## src/hw/rsk_pkg.sv

```systemverilog
package rsk_pkg;
  // seek command first byte: absolute seek and relative seek share the layout
  localparam logic [7:0] RSK_CMD_SEEK_OP     = 8'h0f;
  localparam int         RSK_CMD_REL_MSB_POS = 7;
  localparam int         RSK_CMD_DIR_POS     = 6;
  // status byte zero fields
  localparam int         RSK_ST0_EC_POS      = 4;
  localparam int         RSK_ST0_SE_POS      = 5;
  localparam logic [7:0] RSK_ST0_RESET       = 8'h00;
  localparam logic [7:0] RSK_PCN_RESET       = 8'h00;
  localparam logic [1:0] RSK_MODE_RESET      = 2'h0;
  // recalibrate step limit
  localparam logic [6:0] RSK_RECAL_MAX_STEPS = 7'h50;
  // format byte counts per mode
  localparam logic [5:0] RSK_IDX_LOW_CONV    = 6'h21;
  localparam logic [5:0] RSK_IDX_LOW_1M      = 6'h12;
  localparam logic [5:0] RSK_GAP2_CONV       = 6'h16;
  localparam logic [5:0] RSK_GAP2_1M         = 6'h29;
  localparam logic [5:0] RSK_VCO_CONV        = 6'h18;
  localparam logic [5:0] RSK_VCO_1M          = 6'h2b;
  localparam logic [5:0] RSK_WG_PRE_500K     = 6'h13;
  localparam logic [5:0] RSK_WG_PRE_1M       = 6'h26;
  localparam logic [5:0] RSK_CUSHION         = 6'h02;
  // step pulse width in clock cycles
  localparam logic [3:0] RSK_STEP_PULSE_CYC  = 4'h4;

  typedef struct packed {
    logic       gap;
    logic       wgate;
  } rsk_mode_t;

  typedef struct packed {
    logic [5:0] idx_low;
    logic [5:0] gap2_len;
    logic [5:0] vco_on;
    logic [5:0] wg_pre;
  } rsk_fmt_t;
endpackage

```

## src/hw/rsk_stepper.sv

```systemverilog
`timescale 1ns/1ns
`default_nettype none
module rsk_stepper
  import rsk_pkg::*;
#(
  parameter int INT_W = 16
) (
  input  wire logic             clk_in,
  input  wire logic             rst_b_in,
  input  wire logic             ce_in,
  input  wire logic             go_in,
  input  wire logic [INT_W-1:0] interval_in,
  output logic                  tick_out,
  output logic                  pulse_out
);
  logic [INT_W-1:0] cnt_r;
  logic [3:0]       pw_r;
  logic             pw_zero;

  assign pw_zero   = (pw_r == 4'h0);
  assign pulse_out = !pw_zero;
  // tick marks each step slot; first tick waits one full interval
  assign tick_out  = go_in && (cnt_r == '0);

  always_ff @(posedge clk_in) begin
    if (!rst_b_in) begin
      cnt_r <= '0;
      pw_r  <= 4'h0;
    end else if (ce_in) begin
      if (!go_in) begin
        cnt_r <= interval_in;
      end else if (cnt_r == '0) begin
        cnt_r <= interval_in;
      end else begin
        cnt_r <= cnt_r - 1'b1;
      end
      if (tick_out) begin
        pw_r <= RSK_STEP_PULSE_CYC;
      end else if (!pw_zero) begin
        pw_r <= pw_r - 4'h1;
      end
    end
  end
endmodule
`default_nettype wire

```

## src/hw/rsk_gap_timer.sv

```systemverilog
`timescale 1ns/1ns
`default_nettype none
module rsk_gap_timer
  import rsk_pkg::*;
(
  input  wire logic       clk_in,
  input  wire logic       rst_b_in,
  input  wire logic       ce_in,
  input  wire logic       start_in,
  input  wire logic       byte_stb_in,
  output logic [5:0]      count_out
);
  logic [5:0] cnt_r;
  assign count_out = cnt_r;
  // counts byte strobes, saturates so a long gap cannot wrap back
  always_ff @(posedge clk_in) begin
    if (!rst_b_in) begin
      cnt_r <= 6'h00;
    end else if (ce_in) begin
      if (start_in) begin
        cnt_r <= 6'h00;
      end else if (byte_stb_in && cnt_r != 6'h3f) begin
        cnt_r <= cnt_r + 6'h01;
      end
    end
  end
endmodule
`default_nettype wire

```

## src/hw/rsk_seek_gap.sv

```systemverilog
`timescale 1ns/1ns
`default_nettype none
module rsk_seek_gap
  import rsk_pkg::*;
#(
  parameter int INT_W = 16
) (
  input  wire logic             clk_in,
  input  wire logic             rst_b_in,
  input  wire logic             ce_in,
  input  wire logic             cmd_valid_in,
  input  wire logic [7:0]       cmd_op_in,
  input  wire logic [7:0]       cmd_cyl_in,
  input  wire logic             recal_in,
  input  wire logic             sense_int_in,
  input  wire logic             mode_wr_in,
  input  wire rsk_mode_t        mode_in,
  input  wire logic [INT_W-1:0] step_interval_setting_in,
  input  wire logic             track_zero_sense_in,
  input  wire logic             index_in,
  input  wire logic             byte_stb_in,
  input  wire logic             gap2_start_in,
  input  wire logic             write_op_in,
  output logic                  step_out,
  output logic                  dir_out,
  output logic                  busy_out,
  output logic                  int_out,
  output logic [7:0]            status_byte_zero_out,
  output logic [7:0]            present_cylinder_number_out,
  output logic                  pll_oscillator_enable_out,
  output logic                  write_gate_out,
  output logic                  index_osc_low_out,
  output rsk_fmt_t              fmt_out
);
  ////////////////////////////////////////////////////////////////////////
  typedef enum logic [3:0] {
    RSK_IDLE  = 4'b0001,
    RSK_SEEK  = 4'b0010,
    RSK_RSEEK = 4'b0100,
    RSK_RECAL = 4'b1000
  } rsk_state_t;

  rsk_state_t state_r;
  rsk_state_t state_nxt;
  logic [7:0] pcn_r;
  logic [7:0] ncn_r;
  logic [8:0] left_r;
  logic [6:0] recal_cnt_r;
  logic       dir_r;
  logic [7:0] st0_r;
  logic       int_r;
  logic       step_r;
  logic       busy_r;
  rsk_mode_t  mode_r;
  logic [1:0] tz_sync_r;
  logic [1:0] idx_sync_r;
  logic       tz_s;
  logic       idx_s;
  logic       idx_d_r;

  assign tz_s  = tz_sync_r[1];
  assign idx_s = idx_sync_r[1];

  // pin inputs pass two flops before use
  always_ff @(posedge clk_in) begin
    if (!rst_b_in) begin
      tz_sync_r  <= 2'b00;
      idx_sync_r <= 2'b00;
      idx_d_r    <= 1'b0;
    end else if (ce_in) begin
      tz_sync_r  <= {tz_sync_r[0], track_zero_sense_in};
      idx_sync_r <= {idx_sync_r[0], index_in};
      idx_d_r    <= idx_s;
    end
  end

  ////////////////////////////////////////////////////////////////////////
  // command decode
  logic is_seek;
  logic is_rel;
  logic rel_dir;
  logic go_seek;
  logic go_rseek;
  logic go_recal;

  // bits 7 and 6 carry relative and direction, so only the low six match
  assign is_seek  = cmd_op_in[RSK_CMD_DIR_POS-1:0] ==
                    RSK_CMD_SEEK_OP[RSK_CMD_DIR_POS-1:0];
  assign is_rel   = cmd_op_in[RSK_CMD_REL_MSB_POS];
  assign rel_dir  = cmd_op_in[RSK_CMD_DIR_POS];
  // a new command is taken only from idle, so seeks never overlap
  assign go_seek  = state_r == RSK_IDLE && cmd_valid_in && is_seek && !is_rel;
  assign go_rseek = state_r == RSK_IDLE && cmd_valid_in && is_seek && is_rel;
  assign go_recal = state_r == RSK_IDLE && recal_in && !cmd_valid_in;

  ////////////////////////////////////////////////////////////////////////
  // stepping
  logic moving;
  logic tick;
  logic step_pulse;
  logic abs_done;
  logic rel_done;
  logic recal_hit;
  logic recal_fail;
  logic out_past_zero;
  logic seek_end;

  // recal stops stepping at the limit, then waits out the pulse and the
  // synchroniser so a head reaching zero on the last step still counts
  assign moving   = (state_r != RSK_IDLE) && !seek_end &&
                    !(state_r == RSK_RECAL &&
                      recal_cnt_r == RSK_RECAL_MAX_STEPS);
  // absolute seek: eight-bit compare against wrapped cylinder
  assign abs_done = state_r == RSK_SEEK && pcn_r == ncn_r;
  assign rel_done = state_r == RSK_RSEEK && left_r == 9'h000;
  assign recal_hit  = state_r == RSK_RECAL && tz_s;
  assign recal_fail = state_r == RSK_RECAL && !tz_s &&
                      !step_pulse && !step_r &&
                      recal_cnt_r == RSK_RECAL_MAX_STEPS;
  assign seek_end = abs_done || rel_done || recal_hit || recal_fail;
  assign out_past_zero = tick && state_r == RSK_RSEEK && !dir_r && tz_s;

  rsk_stepper #(
    .INT_W (INT_W)
  ) u_stepper (
    .clk_in      (clk_in),
    .rst_b_in    (rst_b_in),
    .ce_in       (ce_in),
    .go_in       (moving),
    .interval_in (step_interval_setting_in),
    .tick_out    (tick),
    .pulse_out   (step_pulse)
  );

  always_comb begin
    state_nxt = state_r;
    unique case (state_r)
      RSK_IDLE: begin
        if (go_seek) begin
          state_nxt = RSK_SEEK;
        end else if (go_rseek) begin
          state_nxt = RSK_RSEEK;
        end else if (go_recal) begin
          state_nxt = RSK_RECAL;
        end
      end
      RSK_SEEK, RSK_RSEEK, RSK_RECAL: begin
        if (seek_end) begin
          state_nxt = RSK_IDLE;
        end
      end
      default: state_nxt = RSK_IDLE;
    endcase
  end

  always_ff @(posedge clk_in) begin
    if (!rst_b_in) begin
      state_r <= RSK_IDLE;
      busy_r  <= 1'b0;
    end else if (ce_in) begin
      state_r <= state_nxt;
      busy_r  <= state_nxt != RSK_IDLE;
    end
  end

  // count of zero means 256 tracks, so nine bits hold the remainder
  always_ff @(posedge clk_in) begin
    if (!rst_b_in) begin
      left_r      <= 9'h000;
      ncn_r       <= 8'h00;
      dir_r       <= 1'b0;
      recal_cnt_r <= 7'h00;
    end else if (ce_in) begin
      if (go_rseek) begin
        left_r <= (cmd_cyl_in == 8'h00) ? 9'h100 : {1'b0, cmd_cyl_in};
        dir_r  <= rel_dir;
      end else if (go_seek) begin
        ncn_r  <= cmd_cyl_in;
        dir_r  <= cmd_cyl_in > pcn_r;
      end else if (go_recal) begin
        dir_r       <= 1'b0;
        recal_cnt_r <= 7'h00;
      end else if (tick && !seek_end) begin
        if (state_r == RSK_RSEEK) begin
          left_r <= left_r - 9'h001;
        end
        if (state_r == RSK_RECAL) begin
          recal_cnt_r <= recal_cnt_r + 7'h01;
        end
      end
    end
  end

  // cylinder register wraps silently; no record of extended area
  always_ff @(posedge clk_in) begin
    if (!rst_b_in) begin
      pcn_r <= RSK_PCN_RESET;
    end else if (ce_in) begin
      if (recal_hit) begin
        pcn_r <= 8'h00;
      end else if (tick && !seek_end && state_r != RSK_RECAL) begin
        pcn_r <= dir_r ? pcn_r + 8'h01 : pcn_r - 8'h01;
      end
    end
  end

  ////////////////////////////////////////////////////////////////////////
  // status and interrupt
  always_ff @(posedge clk_in) begin
    if (!rst_b_in) begin
      st0_r <= RSK_ST0_RESET;
      int_r <= 1'b0;
    end else if (ce_in) begin
      if (go_seek || go_rseek || go_recal) begin
        st0_r <= RSK_ST0_RESET;
      end else begin
        if (out_past_zero) begin
          st0_r[RSK_ST0_EC_POS] <= 1'b1;
        end
        if (recal_fail) begin
          st0_r[RSK_ST0_EC_POS] <= 1'b1;
          st0_r[7:6] <= 2'b01;
        end
        if (seek_end) begin
          st0_r[RSK_ST0_SE_POS] <= 1'b1;
        end
      end
      // a seek end in the sense cycle keeps the interrupt
      if (seek_end) begin
        int_r <= 1'b1;
      end else if (sense_int_in) begin
        int_r <= 1'b0;
      end
    end
  end

  always_ff @(posedge clk_in) begin
    if (!rst_b_in) begin
      step_r <= 1'b0;
    end else if (ce_in) begin
      step_r <= step_pulse;
    end
  end

  ////////////////////////////////////////////////////////////////////////
  // perpendicular mode and gap timing
  logic     perp_1m;
  logic     perp_500k;
  rsk_fmt_t fmt;
  logic [5:0] gap_cnt;
  logic [5:0] wg_point;
  logic       vco_on;
  logic       wg_on;
  logic       idx_low;
  logic       in_gap_r;
  logic [5:0] idx_cnt_r;

  always_ff @(posedge clk_in) begin
    if (!rst_b_in) begin
      mode_r <= RSK_MODE_RESET;
    end else if (ce_in && mode_wr_in) begin
      mode_r <= mode_in;
    end
  end

  // reserved code 10 falls through to conventional
  assign perp_1m   = mode_r.gap && mode_r.wgate;
  assign perp_500k = !mode_r.gap && mode_r.wgate;
  assign fmt.idx_low  = perp_1m ? RSK_IDX_LOW_1M : RSK_IDX_LOW_CONV;
  assign fmt.gap2_len = perp_1m ? RSK_GAP2_1M : RSK_GAP2_CONV;
  assign fmt.vco_on   = perp_1m ? RSK_VCO_1M : RSK_VCO_CONV;
  assign fmt.wg_pre   = perp_1m ? RSK_WG_PRE_1M :
                        perp_500k ? RSK_WG_PRE_500K : 6'h00;
  // write gate point measured back from sync start
  assign wg_point = fmt.gap2_len - fmt.wg_pre;

  rsk_gap_timer u_gap (
    .clk_in      (clk_in),
    .rst_b_in    (rst_b_in),
    .ce_in       (ce_in),
    .start_in    (gap2_start_in),
    .byte_stb_in (byte_stb_in),
    .count_out   (gap_cnt)
  );

  // vco lands two bytes past the gap2 end, a cushion into sync
  assign vco_on = in_gap_r && !write_op_in &&
                  gap_cnt >= fmt.gap2_len + RSK_CUSHION;
  assign wg_on  = in_gap_r && write_op_in && gap_cnt >= wg_point;
  assign idx_low = idx_cnt_r < fmt.idx_low;

  always_ff @(posedge clk_in) begin
    if (!rst_b_in) begin
      in_gap_r  <= 1'b0;
      idx_cnt_r <= 6'h3f;
    end else if (ce_in) begin
      if (gap2_start_in) begin
        in_gap_r <= 1'b1;
      end else if (!write_op_in && gap_cnt == 6'h3f) begin
        in_gap_r <= 1'b0;
      end
      if (idx_s && !idx_d_r) begin
        idx_cnt_r <= 6'h00;
      end else if (byte_stb_in && idx_cnt_r != 6'h3f) begin
        idx_cnt_r <= idx_cnt_r + 6'h01;
      end
    end
  end

  logic     vco_r;
  logic     wg_r;
  logic     idxl_r;
  rsk_fmt_t fmt_r;

  always_ff @(posedge clk_in) begin
    if (!rst_b_in) begin
      vco_r  <= 1'b0;
      wg_r   <= 1'b0;
      idxl_r <= 1'b0;
      fmt_r  <= '0;
    end else if (ce_in) begin
      vco_r  <= vco_on;
      wg_r   <= wg_on;
      idxl_r <= idx_low;
      fmt_r  <= fmt;
    end
  end

  assign step_out                    = step_r;
  assign dir_out                     = dir_r;
  assign busy_out                    = busy_r;
  assign int_out                     = int_r;
  assign status_byte_zero_out        = st0_r;
  assign present_cylinder_number_out = pcn_r;
  assign pll_oscillator_enable_out   = vco_r;
  assign write_gate_out              = wg_r;
  assign index_osc_low_out           = idxl_r;
  assign fmt_out                     = fmt_r;

  ////////////////////////////////////////////////////////////////////////
  property p_rel_dir;
    @(posedge clk_in) disable iff (!rst_b_in)
    ce_in && go_rseek |=> dir_out == $past(rel_dir);
  endproperty
  a_rel_dir: assert property (p_rel_dir) else $error("rel dir");

  property p_rel_count;
    @(posedge clk_in) disable iff (!rst_b_in)
    tick && state_r == RSK_RSEEK && ce_in && !seek_end |=>
      left_r == $past(left_r) - 9'h001;
  endproperty
  a_rel_count: assert property (p_rel_count) else $error("count");

  property p_ec;
    @(posedge clk_in) disable iff (!rst_b_in)
    ce_in && out_past_zero |=> status_byte_zero_out[RSK_ST0_EC_POS];
  endproperty
  a_ec: assert property (p_ec) else $error("ec not set");

  property p_wrap;
    @(posedge clk_in) disable iff (!rst_b_in)
    ce_in && tick && state_r == RSK_RSEEK && !seek_end && dir_r &&
      pcn_r == 8'hff |=> pcn_r == 8'h00;
  endproperty
  a_wrap: assert property (p_wrap) else $error("no wrap");

  property p_recal_lim;
    @(posedge clk_in) disable iff (!rst_b_in)
    state_r == RSK_RECAL |-> recal_cnt_r <= RSK_RECAL_MAX_STEPS;
  endproperty
  a_recal_lim: assert property (p_recal_lim) else $error("recal");

  property p_reset_mode;
    @(posedge clk_in)
    !rst_b_in |=> mode_r == RSK_MODE_RESET;
  endproperty
  a_reset_mode: assert property (p_reset_mode) else $error("mode");

  property p_gap2;
    @(posedge clk_in) disable iff (!rst_b_in)
    ce_in && perp_1m |=> fmt_out.gap2_len == 6'h29;
  endproperty
  a_gap2: assert property (p_gap2) else $error("gap2");

  property p_int;
    @(posedge clk_in) disable iff (!rst_b_in)
    ce_in && seek_end |=> int_out && status_byte_zero_out[RSK_ST0_SE_POS];
  endproperty
  a_int: assert property (p_int) else $error("int");
endmodule
`default_nettype wire

```

## config.mk

```make
export PLATFORM = sky130hd
export DESIGN_NAME = rsk_seek_gap
export DESIGN_NICKNAME = d
export VERILOG_FILES = /design/src/hw/rsk_pkg.sv /design/src/hw/rsk_stepper.sv /design/src/hw/rsk_gap_timer.sv /design/src/hw/rsk_seek_gap.sv
export SDC_FILE = /design/constraint.sdc
export NUM_CORES = 1
export LEC_CHECK = 0
export ABC_AREA = 0
export BUFFER_PORTS_ARGS = -buffer_cell sky130_fd_sc_hd__buf_2
export CORE_MARGIN = 4
export CORE_UTILIZATION = 26
export DETAILED_ROUTE_END_ITERATION = 8
export HOLD_SLACK_MARGIN = 0.03
export PLACE_DENSITY_LB_ADDON = 0.15
export SYNTH_ARGS = -nofsm -noshare
export SYNTH_HDL_FRONTEND = slang
export SYNTH_SLANG_ARGS = --single-unit
```

## constraint.sdc

```tcl
create_clock -name clk_in -period 2.9 [get_ports clk_in]
set_clock_uncertainty 0.2 [all_clocks]
set_input_delay 0.29 -clock clk_in [delete_from_list [all_inputs] [get_ports clk_in]]
set_output_delay 0.29 -clock clk_in [all_outputs]
set_load 0.01 [all_outputs]
```

; Word level (Yosys, flattened, before mapping)
; Index checks and enable logic that the tools add are counted.
[word_totals]
regBits = 111
inputBits = 46
output_inout_bits = 47
wordCells = 183
[classes]
add_sub_neg = 10
n_lt_le_gt_ge = 4
eq_ne = 16
mux = 42
bitwise_logic = 2
reduce_logical = 80
[op_table]
columns = operator, count
row1 = two-way mux 9 bit, 6
row2 = two-way mux 6 bit, 8
row3 = logical AND 1 bit, 33
row4 = two-way mux 16 bit, 2
row5 = two-way mux 4 bit, 7
row6 = two-way mux 8 bit, 3
row7 = nonzero test 2 bit, 11
row8 = two-way mux 7 bit, 3
row9 = AND reduction 2 bit, 10
row10 = zero test 16 bit, 1
row11 = "subtractor 16 x 1 -> 16 bit, second input constant", 1
row12 = "adder 6 x 1 -> 6 bit, second input constant", 2
row13 = greater-or-equal comparator 6 bit, 2
row14 = "!= test 6 bit, second input constant", 2
row15 = zero test 1 bit, 11
row16 = two-way mux 1 bit, 10
row17 = AND reduction 5 bit, 2
row18 = zero test 9 bit, 1
row19 = "subtractor 9 x 1 -> 9 bit, second input constant", 1
row20 = "adder 8 x 1 -> 8 bit, second input constant", 1
row21 = equality test 8 bit, 1
row22 = > comparator 8 bit, 1
row23 = zero test 8 bit, 1
row24 = "!= test 4 x 1 -> 1 bit, second input constant", 2
row25 = other kinds (25), 32

; Logic depth before layout (Yosys ltp)
; Gate-level depths: netlist of run 1.
[logic_depth]
depth_word = 16
ltp_mapped = 11

; Cells and area by module
; A second synthesis of run 1 with hierarchy kept.
[unflattened]
cells_unflattened = 739
hier_area_um2 = 6025.8
[modules_own_cells]
columns = module, n_inst, cells_per_inst, area_each_um2
row1 = rsk_seek_gap, 1, 500, 4147.7
row2 = rsk_stepper, 1, 195, 1520.2
row3 = rsk_gap_timer, 1, 44, 357.8

; Least setup slack after synthesis of run 1
; No wires, ideal clock.
[synth_timing]
kind = flip-flop to flip-flop
startpoint = register u_stepper.cnt_r[0]
endpoint = register recal_cnt_r[6]
setup_ps = 71
arrival_ps = 2429
t_required_ps = 2629
setup_slack_ps = 199
path_stages_with_launch = 10
cell_sequence = dfxtp_1 -> inv_1 -> ha_1 -> nor4b_2 -> nand4b_2 -> a311o_2 -> nor4_4 -> nand4_2 -> or3_1 -> a21oi_1
[synth_between]
elab_chain_cells = 5
[synth_rtl]
columns = item, line_no
row1 = from (decl), rsk_stepper.sv:16  ; logic [INT_W-1:0] cnt_r;
row2 = from (signal assigned), rsk_stepper.sv:31  ; cnt_r <= interval_in;
row3 = from (signal assigned), rsk_stepper.sv:33  ; cnt_r <= interval_in;
row4 = from (signal assigned), rsk_stepper.sv:35  ; cnt_r <= cnt_r - 1'b1;
row5 = zero test 16 bit, rsk_stepper.sv:23  ; assign tick_out = go_in && (cnt_r == '0);
row6 = logical AND 1 bit, rsk_stepper.sv:23
row7 = logical AND 1 bit, rsk_seek_gap.sv:183  ; end else if (tick && !seek_end) begin
row8 = nonzero test 2 bit (no source line), -
row9 = AND reduction 5 bit (no source line), -
row10 = to (signal assigned), rsk_seek_gap.sv:188  ; recal_cnt_r <= recal_cnt_r + 7'h01;
row11 = to (decl), rsk_seek_gap.sv:48  ; logic [6:0] recal_cnt_r;
; No other way between the ends.
; A chain may end at the register's enable or synchronous reset.

; Final worst setup path of run 1
[layout_timing]
startpoint = register left_r[0]
endpoint = register pcn_r[7], in the netlist present_cylinder_number_out[7]
[layout_between]
elab_chain_cells = 13
[layout_rtl]
columns = item, line_no
row1 = from (decl), rsk_seek_gap.sv:47  ; logic [8:0] left_r;
row2 = from (signal assigned), rsk_seek_gap.sv:175  ; left_r <= (cmd_cyl_in == 8'h00) ? 9'h100 : {1'b0, cmd_cyl_in};
row3 = from (signal assigned), rsk_seek_gap.sv:185  ; left_r <= left_r - 9'h001;
row4 = zero test 9 bit *, rsk_seek_gap.sv:115  ; assign rel_done = state_r == RSK_RSEEK && left_r == 9'h000;
row5 = logical AND 1 bit *, rsk_seek_gap.sv:115
row6 = logical OR 1 bit * (3 in series), rsk_seek_gap.sv:120  ; assign seek_end = abs_done || rel_done || recal_hit || recal_fail;
row7 = zero test 1 bit *, "rsk_seek_gap.sv:110, rsk_seek_gap.sv:201"
row8 = logical AND 1 bit (2 in series), rsk_seek_gap.sv:110  ; assign moving = (state_r != RSK_IDLE) && !seek_end &&
row9 = logical AND 1 bit, rsk_stepper.sv:23
row10 = logical AND 1 bit * (2 in series), rsk_seek_gap.sv:201  ; end else if (tick && !seek_end && state_r != RSK_RECAL) begin
row11 = nonzero test 2 bit (no source line) *, -
row12 = AND reduction 2 bit (no source line) *, -
row13 = to (signal assigned), rsk_seek_gap.sv:202  ; pcn_r <= dir_r ? pcn_r + 8'h01 : pcn_r - 8'h01;
row14 = to (decl), rsk_seek_gap.sv:45  ; logic [7:0] pcn_r;
; Every way passes the cells marked *; elsewhere a longest branch is shown, timed or not.

==> results of run 1 <==
==> worst max-delay path, delay by kind of cell, from the launching register on <==
family / cells / cell delay (ps)
adder cells (fa/ha/maj): 1 / 190
AO/OA/AOI/OAI: 2 / 400
flip-flops: 1 / 370
AND/OR/NAND/NOR: 4 / 1360
buffers and inverters: 1 / 90
==> repair_timing <==
action                                  4_1_cts  5_1_grt
endpoints found under the hold margin        16        0
resized for setup                             0        3
endpoints found under the setup margin        0        2
hold buffers                                 18        0
==> layout make-up <==
| class | instances | area share |
|---|---|---|
| multi-input combinational | 523 | 0.481 |
| sequential | 91 | 0.263 |
| timing repair buffer | 147 | 0.140 |
| tap | 275 | 0.0498 |
| clock buffer | 9 | 0.0326 |
| inverter | 34 | 0.0185 |
| clock inverter | 7 | 0.0152 |
==> state kept, by name, indices dropped and copies added (netlist names), 4 cells and up <==
signal / cells
present_cylinder_number_out: 8
left_r: 9
recal_cnt_r: 7
u_stepper.pw_r: 4
u_gap.count_out: 6
fmt_out: 5
idx_cnt_r: 6
u_stepper.cnt_r: 16
ncn_r: 8
state_r: 4
==> metrics by stage <==
stage          cell area, um^2   util  worst slack (ps)
6_report                  6920  0.330               221
2_1_floorplan             5570      -               199
3_3_place_gp              6390  0.305              89.9
5_1_grt                   6920  0.330              63.0
4_1_cts                   6900  0.329              40.1
3_5_place_dp              6390  0.305              48.5
==> routing by layer <==
metal | share of wire | routed length, um | vias to the layer above
met5 | 0 | 0 | -
met4 | 0.010 | 160 | 0
met3 | 0.044 | 709 | 12
met2 | 0.44 | 7130 | 109
met1 | 0.50 | 8030 | 2375
li1 | - | - | 2660
==> cell usage after synthesis, types with 3 or more instances <==
cell type	count
dfxtp_1	91
nor2_1	69
nand2_1	65
a21oi_1	55
ha_1	37
nand3_1	35
o21ai_0	34
inv_1	33
buf_4	24
nor3_1	23
clkbuf_1	19
xnor2_1	17
xor2_1	14
nand4_1	13
mux2i_1	11
nor4_1	11
buf_2	10
nand2b_1	8
or3_1	8
a211oi_1	7
a31oi_1	6
and3_1	6
nor3b_1	6
o31ai_1	6
nor4b_1	5
o22ai_1	5
or2_0	5
or2_2	5
a21o_1	4
o21a_1	4
a211o_1	3
and2_1	3
nand3b_1	3
nor2b_1	3
==> cell families (layout without fill, tap and decap cells) <==
logic type	Yosys count	count (layout)
AOI/OAI and AO/OA	149	149
xor gates and xnor gates	31	31
adders and majority gates	38	38
buffers and inverters	89	197
DFF	91	91
muxes	11	11
other	1	10
and+or+nand+nor	284	284
==> cells in the final DEF (no fill, tap or decap), drive strengths merged, types with 8 or more instances in the layout <==
master       Yosys  layout
buf             36     129
clkbuf          19       9
nor2            70      70
nand2b           8       8
nand3           35      35
nand4           14      14
ha              37      37
or2             11      11
conb             1      10
inv             34      38
xor2            14      14
nor4            13      13
o21ai           34      34
dfxtp           91      91
nand2           65      65
nor3            23      23
xnor2           17      17
a21oi           55      55
mux2i           11      11
or3              9       9
dlygate4sd3      0      18
==> report_power, final <==
group	switching (uW)	internal [uW]	leakage (uW)
sequential	88.1	1340	0.000741
combinational	383	328	0.00197
clock	566	773	0.000164
==> worst max-delay path by stage <==
stage | from | to | slack (ps) | cells after the start
after floorplan | u_stepper.cnt_r[0] | recal_cnt_r[6] | 200 | 9
after global placement | left_r[0] | present_cylinder_number_out[7] | 90 | 8
after detailed placement | left_r[0] | present_cylinder_number_out[7] | 50 | 8
after CTS | left_r[0] | present_cylinder_number_out[7] | 40 | 8
after global routing | left_r[0] | busy_out | 60 | 7
final | left_r[0] | present_cylinder_number_out[7] | 220 | 8
==> insert_results.sql, run 1 <==
INSERT INTO impl_metrics (metric_group, metric, value, unit) VALUES
('sta', 'hold_slack', '43.5', 'ps'),
('floorplanning', 'top_level_pins', '93', ''),
('floorplanning', 'die_height', '154', 'um'),
('worst_hold_path', 'min_path_cells', '3', ''),
('critical_path', 'path_cells', 'inv_1 -> ha_1 -> and3_1 -> a22o_1 -> or3_4 -> or3_4 -> or3_1 -> a31oi_1', ''),
('power_and_ir_drop', 'powerDensity', '503', 'nW/um^2'),
('critical_path', 'reg2reg_from', 'left_r[0]', ''),
('clock_tree', 'cts_root_buf', 'clkbuf_16', ''),
('logic_synthesis', 'xor_and_xnor_area_share_after_synthesis', '0.0491', ''),
('global_route', 'grt-ovfl-total', '0', ''),
('routing', 'total_vias_in_the_final_route', '5156', ''),
('routing', 'route.antenna.remaining_nets', '0', ''),
('routing', 'drt-total-wl', '16000', 'um'),
('layout', 'antennaDiodeCount', '0', ''),
('worst_hold_path', 'min-delay-path-class', 'in2reg', ''),
('routing', 'detail_route.vias_per_cell', '4.75', ''),
('global_route', 'grt_pass1_wl', '26400', 'um'),
('floorplanning', 'core.rowCount', '53', ''),
('sta', 'timing.final.hold_violations', '0', ''),
('critical_path', 'worst_path_largest_cell_delay', '450', 'ps'),
('power_and_ir_drop', 'total_power', '3480', 'uW'),
('outcome', 'status', 'finished clean', ''),
('clock_tree', 'cts_tree', 'built', ''),
('global_route', 'largest_net_degree_at_the_start_of_global_routing', '39', ''),
('layout', 'filler_cell_count', '2306', ''),
('logic_synthesis', 'synth_edf_count', '0', ''),
('sta', 'maxSlewHeadroom', '0.500', ''),
('routing', 'drc_errors', '0', ''),
('layout', 'design.final.nets', '890', ''),
('critical_path', 'critPathMaxFanout', '9', ''),
('global_route', 'use_met1', '0.191', ''),
('layout', 'multi_input_comb_area', '3330', 'um^2'),
('logic_synthesis', 'yosys.area_share.adder', '0.0873', ''),
('clock_tree', 'h-tree-depth', '3', ''),
('logic_synthesis', 'synth_compound_gate_area_share', '0.168', ''),
('sta', 'fin_crit_sh', '0.924', ''),
('logic_synthesis', 'synthTopCellsByArea', 'dfxtp_1 (33%), ha_1 (8.4%), a21oi_1 (5.0%)', ''),
('floorplanning', 'design.core.area', '21000', 'um^2'),
('global_route', 'global_route.peak_usage_layer', 'met2', ''),
('logic_synthesis', 'synth.yosys.seq_area_share', '0.329', ''),
('clock_tree', 'worst_skew_pair.late_latency', '350', 'ps'),
('placed_design', 'dp_hpwl', '12200', 'um'),
('floorplanning', 'initial_utilization', '0.264', ''),
('floorplanning', 'design.die.area', '23700', 'um^2'),
('global_route', 'vias_in_the_first_global_route', '5073', ''),
('sta', 'finalCriticalPeriod', '2680', 'ps'),
('routing', 'detailedRoute.firstIterationViolations', '182', ''),
('layout', 'area_growth', '25.0', '%'),
('power_and_ir_drop', 'cellLeakagePower', '0.00288', 'uW'),
('logic_synthesis', 'syn-instance-count', '694', ''),
('logic_synthesis', 'synth_top_family_by_area', 'simple AND/OR/NAND/NOR gates', ''),
('power_and_ir_drop', 'ir_drop', '0.241', 'mV'),
('sta', 'max_clock_freq', '373', 'MHz'),
('global_route', 'use_met2', '0.217', ''),
('critical_path', 'rr_worst_depth', '8', ''),
('floorplanning', 'die_w', '154', 'um'),
('logic_synthesis', 'yosys.area.top_type_share', '0.329', ''),
('worst_hold_path', 'whs_endpoint', 'ncn_r[4]', ''),
('logic_synthesis', 'post_synth_and_or_nand_nor_area_fraction', '0.267', ''),
('critical_path', 'worst-endpoint-arrival', '2750', 'ps'),
('logic_synthesis', 'post_synth.cell_area_avg', '7.97', 'um^2'),
('critical_path', 'critPathMostFrequentCell', 'or3_4', ''),
('routing', 'firstDrtPassIters', '4', ''),
('clock_tree', 'number_of_buffers_added_by_the_clock_tree_synthesis_step', '9', ''),
('layout', 'ff_latch_area', '1820', 'um^2'),
('clock_tree', 'post_cts_buffers', '0', ''),
('critical_path', 'critical-path-slowest-cell', 'or3_4', ''),
('critical_path', 'timing_worst_setup_path_type', 'reg2reg', ''),
('critical_path', 'end_kind', 'register', ''),
('global_route', 'use_met3', '0.0276', ''),
('logic_synthesis', 'synth_mux_area_frac', '0.0199', '');
(Power assumes the default switching activity.)
==> inputs of run 2 (changes only) <==
--- a/config.mk
+++ b/config.mk
@@ -9,9 +9,11 @@
 export BUFFER_PORTS_ARGS = -buffer_cell sky130_fd_sc_hd__buf_2
 export CORE_MARGIN = 4
 export CORE_UTILIZATION = 26
+export CTS_CLUSTER_DIAMETER = 50
 export DETAILED_ROUTE_END_ITERATION = 8
 export HOLD_SLACK_MARGIN = 0.03
 export PLACE_DENSITY_LB_ADDON = 0.15
+export RECOVER_POWER = 25
 export SYNTH_ARGS = -nofsm -noshare
 export SYNTH_HDL_FRONTEND = slang
 export SYNTH_SLANG_ARGS = --single-unit
==> insert_results.sql, run 2 (same netlist as run 1, synthesis figures left out) <==
INSERT INTO impl_metrics (metric_group, metric, value, unit) VALUES
('global_route', 'grt_pass1_wl', '26400', 'um'),
('routing', 'detail_route.vias_per_cell', '4.74', ''),
('sta', 'maxSlewHeadroom', '0.375', ''),
('layout', 'multi_input_comb_area', '3330', 'um^2'),
('critical_path', 'worst_ep_required', '2960', 'ps'),
('layout', 'mostFrequentLayoutCells', 'dfxtp_1 (91), nor2_1 (69), nand2_1 (65)', ''),
('routing', 'detail_route.wl_per_cell', '14.8', 'um'),
('critical_path', 'critical-path-slowest-cell', 'or3_4', ''),
('power_and_ir_drop', 'powerDensity', '506', 'nW/um^2'),
('critical_path', 'r2r_slack', '220', 'ps'),
('worst_hold_path', 'min_path_cells', '3', ''),
('layout', 'biggestRegsByFlops', 'u_stepper.cnt_r x16, left_r x9', ''),
('critical_path', 'rr_worst_depth', '8', ''),
('routing', 'drt-total-wl', '16100', 'um'),
('critical_path', 'worst-endpoint-arrival', '2750', 'ps'),
('clock_tree', 'cts_tree', 'built', ''),
('sta', 'rsz0062_at_grt', 'false', ''),
('power_and_ir_drop', 'total_power', '3470', 'uW'),
('critical_path', 'worst_setup_path_startpoint', 'left_r[0]', ''),
('routing', 'total_vias_in_the_final_route', '5150', ''),
('clock_tree', 'clock_sink_count', '91', ''),
('flow_run', 'number_of_violations_of_the_max_capacitance_limit', '0', ''),
('layout', 'final_core_util', '0.328', ''),
('clock_tree', 'h-tree-depth', '3', ''),
('clock_tree', 'clock_transition_at_path_regs', '70', 'ps'),
('sta', 'worst_pin_slew', '936', 'ps'),
('sta', 'max_clock_freq', '372', 'MHz'),
('power_and_ir_drop', 'cellLeakagePower', '0.00278', 'uW'),
('layout', 'design.final.nets', '890', ''),
('routing', 'detailedRoute.firstIterationViolations', '191', ''),
('floorplanning', 'core.rowCount', '53', ''),
('sta', 'finalSetupViolations', '0', ''),
('routing', 'drc_errors', '0', ''),
('critical_path', 'startpoint_type', 'register', ''),
('sta', 'finalSetupTns', '0', 'ps'),
('global_route', 'vias_in_the_first_global_route', '5073', ''),
('layout', 'largest_reg_flops', '16', ''),
('clock_tree', 'post_cts_buffers', '0', ''),
('clock_tree', 'worst_skew_pair.late_latency', '350', 'ps'),
('sta', 'finalCriticalPeriod', '2680', 'ps'),
('power_and_ir_drop', 'ir_drop', '0.241', 'mV'),
('global_route', 'gr-usage-all-layers', '0.136', ''),
('floorplanning', 'top_level_pins', '93', ''),
('critical_path', 'timing_worst_setup_path_type', 'reg2reg', ''),
('outcome', 'status', 'finished clean', ''),
('floorplanning', 'design.core.area', '21000', 'um^2'),
('critical_path', 'critPathMaxFanout', '9', ''),
('layout', 'mostFrequentLayoutCell', 'dfxtp_1', ''),
('routing', 'firstDrtPassIters', '4', ''),
('floorplanning', 'design.die.area', '23700', 'um^2'),
('layout', 'max_flop_register', 'u_stepper.cnt_r', ''),
('worst_hold_path', 'min-delay-path-class', 'in2reg', ''),
('clock_tree', 'clockBufferDepth', '2', ''),
('global_route', 'grt-ovfl-total', '0', ''),
('sta', 'final_max_slew_viol_count', '0', ''),
('sta', 'timing.final.hold_violations', '0', ''),
('critical_path', 'critPathMostFrequentCell', 'or3_4', ''),
('layout', 'drive_above_1_share', '0.174', ''),
('critical_path', 'end_kind', 'register', ''),
('floorplanning', 'initial_utilization', '0.264', ''),
('floorplanning', 'die_w', '154', 'um'),
('layout', 'area_growth', '24.1', '%'),
('critical_path', 'worst_path_largest_cell_delay', '450', 'ps'),
('layout', 'filler_cell_count', '2315', ''),
('sta', 'fin_crit_sh', '0.926', ''),
('clock_tree', 'number_of_buffers_added_by_the_clock_tree_synthesis_step', '9', ''),
('placed_design', 'gp_congestion', '0.795', ''),
('layout', 'ff_latch_area', '1820', 'um^2'),
('placed_design', 'port-buffer-count', '83', ''),
('critical_path', 'r2r_end', 'present_cylinder_number_out[7]', ''),
('routing', 'route.antenna.remaining_nets', '0', ''),
('global_route', 'largest_net_degree_at_the_start_of_global_routing', '39', ''),
('critical_path', 'path_cells', 'inv_1 -> ha_1 -> and3_1 -> a22o_1 -> or3_4 -> or3_4 -> or3_1 -> a31oi_1', ''),
('clock_tree', 'cts_root_buf', 'clkbuf_16', ''),
('floorplanning', 'die_height', '154', 'um'),
('placed_design', 'dp_hpwl', '12200', 'um'),
('layout', 'antennaDiodeCount', '0', ''),
('global_route', 'antenna_found_initial', '0', ''),
('critical_path', 'worst_setup_path_endpoint', 'present_cylinder_number_out[7]', ''),
('critical_path', 'reg2reg_from', 'left_r[0]', '');
-- run 2: cell types whose count changed in the layout (fill, tap and decap cells not counted) --
cell      previous run  this run
clkbuf_2             0         1
buf_4               44        37
inv_1               33        34
buf_2               83        63
clkbuf_1             0        26
inv_2                1         0
-- run 2: through the flow --
step | instance area (um^2) | hold slack [ps] | cells | setup WS, ps
global route | 6870 | 54.4 | 1086 | 54.1
global placement | 6390 | 236 | 1052 | 89.9
floorplan | 5570 | 222 | 703 | 199
CTS | 6900 | 32.4 | 1086 | 40.1
detailed placement | 6390 | 242 | 1052 | 48.5
finish | 6870 | 44.8 | 1086 | 215
-- run 2: layer usage --
layer,wire (um),GRT usage
met1,8080,0.191
met2,7140,0.217
met3,674,0.0276
met4,160,0.0286
met5,0,0
-- run 2: what timing repair did --
item,4_1_cts,5_1_grt
hold endpoints to repair,16,0
hold buffers,18,0
endpoints found under the setup margin,0,2
resized for setup,0,3
-- run 2: area by class of cell --
class                   instances  area share
repair buffers                147       0.133
well taps                     275      0.0501
clock buffers                   9      0.0328
multi-input cells             523       0.484
clock inverters                 7      0.0153
inverters                      34      0.0186
flip-flops and latches         91       0.265
-- run 2: worst min path at each step --
stage,slack [ps],start,endpoint
floorplan,220,step_interval_setting_in[7],u_stepper.cnt_r[7]
global placement,240,status_byte_zero_out[5],status_byte_zero_out[5]
detailed placement,240,status_byte_zero_out[5],status_byte_zero_out[5]
CTS,30,cmd_cyl_in[5],ncn_r[5]
global route,50,cmd_cyl_in[4],ncn_r[4]
finish,40,cmd_cyl_in[4],ncn_r[4]
-- run 2: critical path, delay by kind of cell, from the launching register on --
| kind | cells | cell delay, ps |
|---|---|---|
| AOI/OAI and AO/OA | 2 | 400 |
| adders and majority gates | 1 | 190 |
| buffers and inverters | 1 | 90 |
| DFF | 1 | 370 |
| and+or+nand+nor | 4 | 1360 |
-- run 2: power breakdown --
part	internal, uW	switching (uW)	leakage [uW]	total (uW)
combinational	322	385	0.00187	707
sequential	1340	88.7	0.000741	1430
clock	773	565	0.000164	1340
total	2430	1040	0.00278	3470
